File: config.mk
export PLATFORM = sky130hd
export DESIGN_NAME = obim_mask
export DESIGN_NICKNAME = d
export VERILOG_FILES = /design/src/obim_pkg.sv /design/src/obim_gate.sv /design/src/obim_mask.sv
export SDC_FILE = /design/constraint.sdc
export NUM_CORES = 1
export LEC_CHECK = 0
export ABC_AREA = 1
export BUFFER_PORTS_ARGS = -buffer_cell sky130_fd_sc_hd__buf_2
export CORE_MARGIN = 3
export CORE_UTILIZATION = 40
export CTS_CLUSTER_SIZE = 8
export DETAILED_ROUTE_END_ITERATION = 8
export PLACE_DENSITY = 0.71
export SETUP_SLACK_MARGIN = 0.4
export SLEW_MARGIN = 20
export SYNTH_ARGS = -nofsm -noshare
export SYNTH_HDL_FRONTEND = slang
export SYNTH_HIERARCHICAL = 1
export SYNTH_SLANG_ARGS = --single-unit
File: constraint.sdc
create_clock -name sys_clk -period 1.25 [get_ports sys_clk]
set_input_delay 0.1875 -clock sys_clk [delete_from_list [all_inputs] [get_ports sys_clk]]
set_output_delay 0.1875 -clock sys_clk [all_outputs]
set_load 0.02 [all_outputs]
File: src/obim_pkg.sv
// Package for the outbound interrupt mask block: register offsets, field
// positions, reset values and the interrupt pin selector encoding.
// Assumes a 32-bit local bus word and four individually routed PCI lines.
package obim_pkg;

  // ==========================================================================
  // Register map
  localparam logic [15:0] OBIM_MASK_OFFSET = 16'h1334;
  localparam logic [15:0] OBIM_STATE_OFFSET = 16'h1330;
  localparam logic [15:0] OBIM_RING_OFFSET = 16'h132C;
  localparam logic [31:0] OBIM_MASK_RESET = 32'h00000000;
  // Writable mask bits: 7..4, 2..0; bit 3 and 31..8 reserved
  localparam logic [7:0] OBIM_MASK_WMASK = 8'hF7;

  // ==========================================================================
  // Field positions shared by mask and state
  localparam int OBIM_MSG0_BIT = 0;
  localparam int OBIM_MSG1_BIT = 1;
  localparam int OBIM_RING_BIT = 2;
  localparam int OBIM_LINE_LO = 4;
  localparam int OBIM_LINE_CNT = 4;
  // Ring register: software interrupt bits 27..0, line request bits 31..28
  localparam int OBIM_SWI_W = 28;
  localparam int OBIM_RING_LINE_LO = 28;
  localparam logic [OBIM_SWI_W-1:0] OBIM_SWI_ZERO = 28'h0000000;
  localparam logic [3:0] OBIM_LINE_ZERO = 4'h0;

  // Selector for the shared interrupt pin (0..3 = A..D)
  typedef logic [1:0] obim_pin_t;

endpackage
File: src/obim_gate.sv
// Per-line gate: registered OR of unmasked status bits.
// Assumes status and mask come from the same clock domain.
`timescale 1ns/100ps
`default_nettype none
module obim_gate #(
  parameter int N = 4
) (
  // Clock and reset
  input wire logic sys_clk,
  input wire logic rst,
  // Sources
  input wire logic [N-1:0] srcState,
  input wire logic [N-1:0] srcMask,
  // Gated output
  output logic irqOut
);

  // ==========================================================================
  // Output flop: one clock behind any status or mask change
  // registered OR gate
  always_ff @(posedge sys_clk) begin
    if (rst) begin
      irqOut <= 1'b0;
    end else begin
      irqOut <= |(srcState & ~srcMask);
    end
  end

endmodule
`default_nettype wire

File: src/obim_mask.sv
// Outbound interrupt mask block: mask register, recorded interrupt state,
// ring register software bits and the gating onto the PCI interrupt lines.
// Assumes a simple synchronous local bus (sel/wr/addr) and a PCI-side clear
// port for the ring bits, all on sys_clk.
//
// Functional notes
// - each mask bit pairs one state bit
// - mask one blocks, zero allows interrupt
// - mask writes never alter interrupt state
// - mask bits 7..4 gate lines D..A
// - mask bit 2 gates ring interrupt
// - mask bit 1 gates message 1
// - mask bit 0 gates message 0
// - ring state while any software bit set
// - message write sets; clear removes interrupt
// - lines own pins; others shared pin
// - local sets, PCI clears software bits
`timescale 1ns/100ps
`default_nettype none
module obim_mask
  import obim_pkg::*;
(
  // Clock and reset
  input wire logic sys_clk,
  input wire logic rst,
  // Local bus register port
  input wire logic lbSel,
  input wire logic lbWr,
  input wire logic [15:0] lbAddr,
  input wire logic [31:0] lbWdata,
  output logic [31:0] lbRdata_ff,
  // Messaging unit events
  input wire logic msg0Write,
  input wire logic msg1Write,
  input wire logic msg0Clear,
  input wire logic msg1Clear,
  // PCI side clear of ring bits (write one to clear)
  input wire logic pciRingClr,
  input wire logic [31:0] pciRingClrData,
  // Shared pin choice
  input wire obim_pin_t pinSelect,
  // PCI interrupt lines, active high request (A..D)
  output logic [3:0] pciIrq
);

  // Mask register, low byte only is implemented
  logic [7:0] mask_ff;
  // Message interrupt state bits
  logic msg0_ff;
  logic msg1_ff;
  // Ring register software and line bits
  logic [OBIM_SWI_W-1:0] swi_ff;
  logic [3:0] ringLine_ff;
  // Assembled state byte
  logic [7:0] state;
  // Gated outputs
  logic [3:0] lineIrq;
  logic sharedIrq;
  // Shared pin raise, one flop deep
  logic [3:0] sharedVec_ff;
  logic maskWr;
  logic ringWr;

  assign maskWr = lbSel && lbWr && (lbAddr == OBIM_MASK_OFFSET);
  assign ringWr = lbSel && lbWr && (lbAddr == OBIM_RING_OFFSET);

  // ==========================================================================
  // Mask register
  // one bit per source
  always_ff @(posedge sys_clk) begin
    if (rst) begin
      mask_ff <= OBIM_MASK_RESET[7:0];
    end else if (maskWr) begin
      // Reserved bits stay zero
      mask_ff <= lbWdata[7:0] & OBIM_MASK_WMASK;
    end
  end

  // ==========================================================================
  // Message state: set wins over clear so no event is lost
  // write sets, clear removes
  always_ff @(posedge sys_clk) begin
    if (rst) begin
      msg0_ff <= 1'b0;
      msg1_ff <= 1'b0;
    end else begin
      msg0_ff <= msg0Write | (msg0_ff & ~msg0Clear);
      msg1_ff <= msg1Write | (msg1_ff & ~msg1Clear);
    end
  end

  // ==========================================================================
  // Ring software bits: local bus only sets, PCI side only clears
  // split set and clear
  always_ff @(posedge sys_clk) begin
    if (rst) begin
      swi_ff <= OBIM_SWI_ZERO;
      ringLine_ff <= OBIM_LINE_ZERO;
    end else begin
      // Local writes of zero are ignored; a same-cycle set beats the clear
      swi_ff <= (swi_ff & ~(pciRingClr ? pciRingClrData[OBIM_SWI_W-1:0] : OBIM_SWI_ZERO))
        | (ringWr ? lbWdata[OBIM_SWI_W-1:0] : OBIM_SWI_ZERO);
      // Line bits are plain local-bus read/write
      if (ringWr) begin
        ringLine_ff <= lbWdata[OBIM_RING_LINE_LO +: OBIM_LINE_CNT];
      end
    end
  end

  // ==========================================================================
  // State assembly, independent of the mask
  always_comb begin
    state = 8'h00;
    state[OBIM_MSG0_BIT] = msg0_ff;
    state[OBIM_MSG1_BIT] = msg1_ff;
    state[OBIM_RING_BIT] = |swi_ff;
    state[OBIM_LINE_LO +: OBIM_LINE_CNT] = ringLine_ff;
  end

  // ==========================================================================
  // Individually routed lines, one gate per line
  // bits 7..4 gate D..A
  genvar gi;
  generate
    for (gi = 0; gi < OBIM_LINE_CNT; gi++) begin : g_line
      obim_gate #(.N(1)) u_gate (
        .sys_clk(sys_clk),
        .rst(rst),
        .srcState(state[OBIM_LINE_LO + gi]),
        .srcMask(mask_ff[OBIM_LINE_LO + gi]),
        .irqOut(lineIrq[gi])
      );
    end
  endgenerate

  // Shared source: ring and both messages
  // bit 2 gates ring
  assign sharedIrq = |(state[OBIM_RING_BIT:OBIM_MSG0_BIT] & ~mask_ff[OBIM_RING_BIT:OBIM_MSG0_BIT]);

  // ==========================================================================
  // Shared pin steering, same latency as the line gates
  // shared pin by selector
  always_ff @(posedge sys_clk) begin
    if (rst) begin
      sharedVec_ff <= 4'h0;
    end else begin
      sharedVec_ff <= sharedIrq ? (4'h1 << pinSelect) : 4'h0;
    end
  end

  always_ff @(posedge sys_clk) begin
    if (rst) begin
      pciIrq <= 4'h0;
    end else begin
      pciIrq <= lineIrq | sharedVec_ff;
    end
  end

  // ==========================================================================
  // Register readback, one cycle after the address; unmapped reads zero
  always_ff @(posedge sys_clk) begin
    if (rst) begin
      lbRdata_ff <= 32'h00000000;
    end else if (lbSel && !lbWr) begin
      unique case (lbAddr)
        OBIM_MASK_OFFSET: lbRdata_ff <= {24'h000000, mask_ff};
        OBIM_STATE_OFFSET: lbRdata_ff <= {24'h000000, state};
        OBIM_RING_OFFSET: lbRdata_ff <= {ringLine_ff, swi_ff};
        default: lbRdata_ff <= 32'h00000000;
      endcase
    end
  end

  // ==========================================================================
  // Checks
  a_mask_blocks_line:
  assert property (@(posedge sys_clk) disable iff (rst)
    (mask_ff[OBIM_LINE_LO] && $past(mask_ff[OBIM_LINE_LO]) && $past(mask_ff[OBIM_LINE_LO], 2)
     && !sharedIrq && !$past(sharedIrq)) |-> ##1 !pciIrq[0])
    else $error("line A raised while masked");
  a_mask_keeps_state:
  assert property (@(posedge sys_clk) disable iff (rst)
    (maskWr && !msg0Write && !msg0Clear) |=> (msg0_ff == $past(msg0_ff)))
    else $error("mask write changed message state");
  a_ring_state_any:
  assert property (@(posedge sys_clk) disable iff (rst)
    (ringWr && (lbWdata[OBIM_SWI_W-1:0] != OBIM_SWI_ZERO)) |=> state[OBIM_RING_BIT])
    else $error("ring write did not raise ring state");
  a_msg_set_wins:
  assert property (@(posedge sys_clk) disable iff (rst)
    msg1Write |=> msg1_ff)
    else $error("message 1 write lost");
  a_local_no_clear:
  assert property (@(posedge sys_clk) disable iff (rst)
    (!pciRingClr) |=> ((swi_ff & $past(swi_ff)) == $past(swi_ff)))
    else $error("software bit cleared by local side");
  a_shared_route:
  assert property (@(posedge sys_clk) disable iff (rst)
    (sharedIrq && !rst) |=> ##1 pciIrq[$past(pinSelect, 2)])
    else $error("shared interrupt not on selected pin");
  a_msg0_gated:
  assert property (@(posedge sys_clk) disable iff (rst)
    (msg0_ff && !mask_ff[OBIM_MSG0_BIT]) |-> ##2 (|pciIrq))
    else $error("unmasked message 0 not raised");
  a_line_unmasked:
  assert property (@(posedge sys_clk) disable iff (rst)
    (ringLine_ff[3] && !mask_ff[7]) |-> ##2 pciIrq[3])
    else $error("unmasked line D not raised");

endmodule
`default_nettype wire

==> metrics <==
highest net fanout along the worst path=2; final number of max-transition violations=0; Initial Utilization=0.419; wire length of the first global-routing pass=between 15 and 20 mm; most numerous cell on the critical path=sky130_fd_sc_hd__nor2_2; clock insertion delay at the later pin of the skew report=between 0.3 and 0.4 ns; total core area=around 8300 um^2; launch point of the worst reg-to-reg path=swi_ff[27]$_SDFF_PP0_; P_int=4.19 mW; slowest cell delay on critical path=0.33 ns; Die X=roughly 100 um; post-synthesis average cell area=between 7 and 8 um^2; number of nets in the finished design=approximately 750; CTS tree=built; post-layout instance area=roughly 6400 um^2; violated checks=setup timing; wire per inst=17.7 um; H-tree levels=3; minimum setup slack in the final design=-0.00652 ns; Final Critical Period=approximately 1.3 ns; Adder-Cell Fraction of Synth Area=0; number of storage elements in the synthesis netlist=85; ANT cells=0; run status=complete, but fails checks; cell with the biggest individual delay on the critical path=sky130_fd_sc_hd__dfxtp_1; Routed Wire Length=13.6 mm; Seq/Total Area, Yosys=0.487; post-detailed-route count of antenna-violating nets=0; area fraction in compound gates after synthesis=0.154; measured slew at the worst slew-check pin=0.544 ns; signed area change from the synthesized netlist to the final layout=82.4%; clk buf depth=2; count of routing violations after the opening detailed-route iteration=between 200 and 300; net count after synthesis=586; Syn. warnings=6; multiplexer share of the synthesized area=0; Critical Setup Path Class=flip-flop to flip-flop; cell breakdown of the critical path=nor2_2, nand2_1, nor2_2, nand2_2, nor2_4, o21bai_4, nand3b_1, nor2_1; share of synthesized cell area in and, or, nand and nor gates=0.298; sw power=around 1.4 mW; unrepaired setup endpoints after global routing=true; vias per std cell=roughly 5.4; clk sink count=85; routed via count=slightly above 4000; count of standard-cell rows=33; Cell Pwr Density=slightly below 900 nW/um^2; number of remaining DRC errors=0; IR Drop Worst-Case VDD=0.000746 V; dpl hpwl=6.94 mm; Max-Cap Viols=0; synth unique cells=20; Placed Instance Area=about 4400 um^2; LEAKAGE=approximately 3.1 nW; via count of the first global-routing pass=between 3000 and 4000; count of port buffers added during placement=between 100 and 150; path type of the worst min-delay path=primary input to flip-flop; arrival time at the worst endpoint=between 1.5 and 2 ns; Hold Startpoint=pinSelect[0]; proportion of netlist area held by the largest area contributor=0.487; die height=99.4 um; I/O pin count=roughly 130; count of TritonRoute iterations in the first routing pass=5; total negative setup slack=-0.0116 ns; Clk pwr share=0.369; synthesized-area fraction occupied by xor and xnor cells=0; final period utilization=1.01; total congestion overflow=0; Worst Setup SP=swi_ff[27]$_SDFF_PP0_; filler cell count=between 500 and 600; root buffer cell=sky130_fd_sc_hd__clkbuf_8; critical path endpoint category=flip-flop; combinational cell fraction of total power=0.131; post-synth top area cell=sky130_fd_sc_hd__dfxtp_1; final count of hold timing violations=0; sort of element at the start of the critical path=flip-flop; Peak Freq=between 700 and 800 MHz; number of buffers created by CTS=9; clock-pin slew of the registers on the worst-case setup and hold paths=about 0.080 ns; cell count of the worst hold path=2; cell count after synthesis=slightly below 500; number of antenna violations at the first check in global routing=0; sequential group share of total power=0.501; area of the die=just under 10000 um^2; largest family of logic cells by synthesized area=simple AND/OR/NAND/NOR gates; required time of the critical path=around 1.5 ns; maximum number of pins on one net before global-route repair=46; routability-driven placement congestion ratio=around 0.83; synthesized cell area=between 3000 and 4000 um^2; post-route clock skew=between 0.01 and 0.015 ns; global-route total usage across every layer=0.234; synth top area cells=sky130_fd_sc_hd__dfxtp_1, sky130_fd_sc_hd__nand2_1, sky130_fd_sc_hd__a21oi_1, sky130_fd_sc_hd__nor2_1, sky130_fd_sc_hd__o21ai_0; CTS hold repair buffers=0; Worst Hold Path EP=sharedVec_ff[0]$_SDFF_PP0_; Setup-failing EPs final=2; fraction of final layout cells sized beyond drive strength 1=0.650; Worst slew margin=0.637; depth of the most critical reg-to-reg path=8; switching power as a share of total power=0.253; Reg2Reg Setup Slack=-0.007 ns; endpoint of the worst-slack reg-to-reg timing path=sharedVec_ff[1]$_SDFF_PP0_
==> kinds of logic (layout without fill, tap and decap cells) <==
family          after synthesis  after routing
compound gates              103            103
buf+inv                      48            216
flops                        85             85
simple gates                259            259
==> cell usage after synthesis (all sizes together) <==
cell    number
nand2      178
dfxtp       85
a21oi       69
nor2        61
o21ai       32
inv         24
nand3       16
clkbuf      15
buf          9
nand3b       3
a22o         1
and2         1
o21bai       1
==> layout by cell type (no fill, tap or decap), drive strengths merged <==
cell      Yosys  final
clkinvlp      0      3
buf           9    174
a21oi        69     69
o21ai        32     32
nand2       178    178
inv          24     22
dfxtp        85     85
nand3b        3      3
o21bai        1      1
bufinv        0      1
a22o          1      1
nand3        16     16
and2          1      1
clkbuf       15     13
nor2         61     61
clkinv        0      3
==> critical path, delay by kind of cell, from the launching register on <==
family / cells / cell delay [ns]
compound gates: 1 / 0.08
flops: 1 / 0.33
simple gates: 7 / 0.75
==> area by class of cell <==
| type | count | area, um^2 | share of cell area |
|---|---|---|---|
| Timing Repair inverter | 2 | 15.0 | 0.00236 |
| Clock inverter | 3 | 42.5 | 0.00668 |
| Inverter | 24 | 128 | 0.0200 |
| Clock buffer | 13 | 169 | 0.0265 |
| Timing Repair Buffer | 174 | 1610 | 0.253 |
| Tap cell | 105 | 131 | 0.0206 |
| Sequential cell | 85 | 1760 | 0.276 |
| Multi-Input combinational cell | 362 | 2510 | 0.394 |
==> per-stage QoR <==
step	cells	hold slack [ns]	total power [mW]	setup WS, ns	utilization
3_5_place_dp	725	0.386	3.36	-0.145	0.533
5_1_grt	768	0.0164	5.80	-0.109	0.763
4_1_cts	759	0.00929	5.50	0.0485	0.667
2_1_floorplan	495	0.254	3.09	0.175	-
3_3_place_gp	725	0.386	3.36	-0.0970	0.533
6_report	768	0.0228	5.61	-0.00652	0.763
==> how the worst max path moves through the flow <==
stage	to	slack [ns]	cells past startpoint
after floorplan	lbRdata_ff[7]$_SDFFE_PP0P_	0.18	11
after global placement	lbRdata_ff[7]$_SDFFE_PP0P_	-0.1	11
after detailed placement	mask_ff[4]$_SDFFE_PP0P_	-0.15	10
after CTS	sharedVec_ff[1]$_SDFF_PP0_	0.05	8
after global routing	sharedVec_ff[1]$_SDFF_PP0_	-0.11	8
final	sharedVec_ff[1]$_SDFF_PP0_	-0.007	8
==> state kept, by name, summed over array words and instances (netlist names) <==
signal,count
swi_ff,28
mask_ff,7
msg0_ff,1
pciIrq,4
ringLine_ff,4
msg1_ff,1
sharedVec_ff,4
lbRdata_ff,32
g_line.u_gate/irqOut,4
==> per-layer routing <==
layer | track usage | vias to the layer above | routed length, um
li1 | - | 1910 | -
met1 | 0.296 | 1964 | 5170
met2 | 0.384 | 225 | 6830
met3 | 0.0547 | 54 | 1030
met4 | 0.0987 | 0 | 540
met5 | 0 | - | 0
==> power by group through the flow <==
stage	Sequential (mW)	Combinational (mW)	Clock, mW
after floorplan	2.91	0.178	0
after global placement	2.85	0.512	0
after detailed placement	2.85	0.515	0
after CTS	2.81	0.624	2.06
after global routing	2.82	0.783	2.20
final	2.81	0.733	2.07
==> repair_timing <==
action / CTS / global route
pin swaps: 48 / 83
gates cloned: 8 / 0
hold endpoints to repair: 0 / 0
buffers inserted: 10 / 9
endpoints found under the setup margin: 111 / 111
resized for setup: 216 / 197
(Power assumes the default switching activity.)
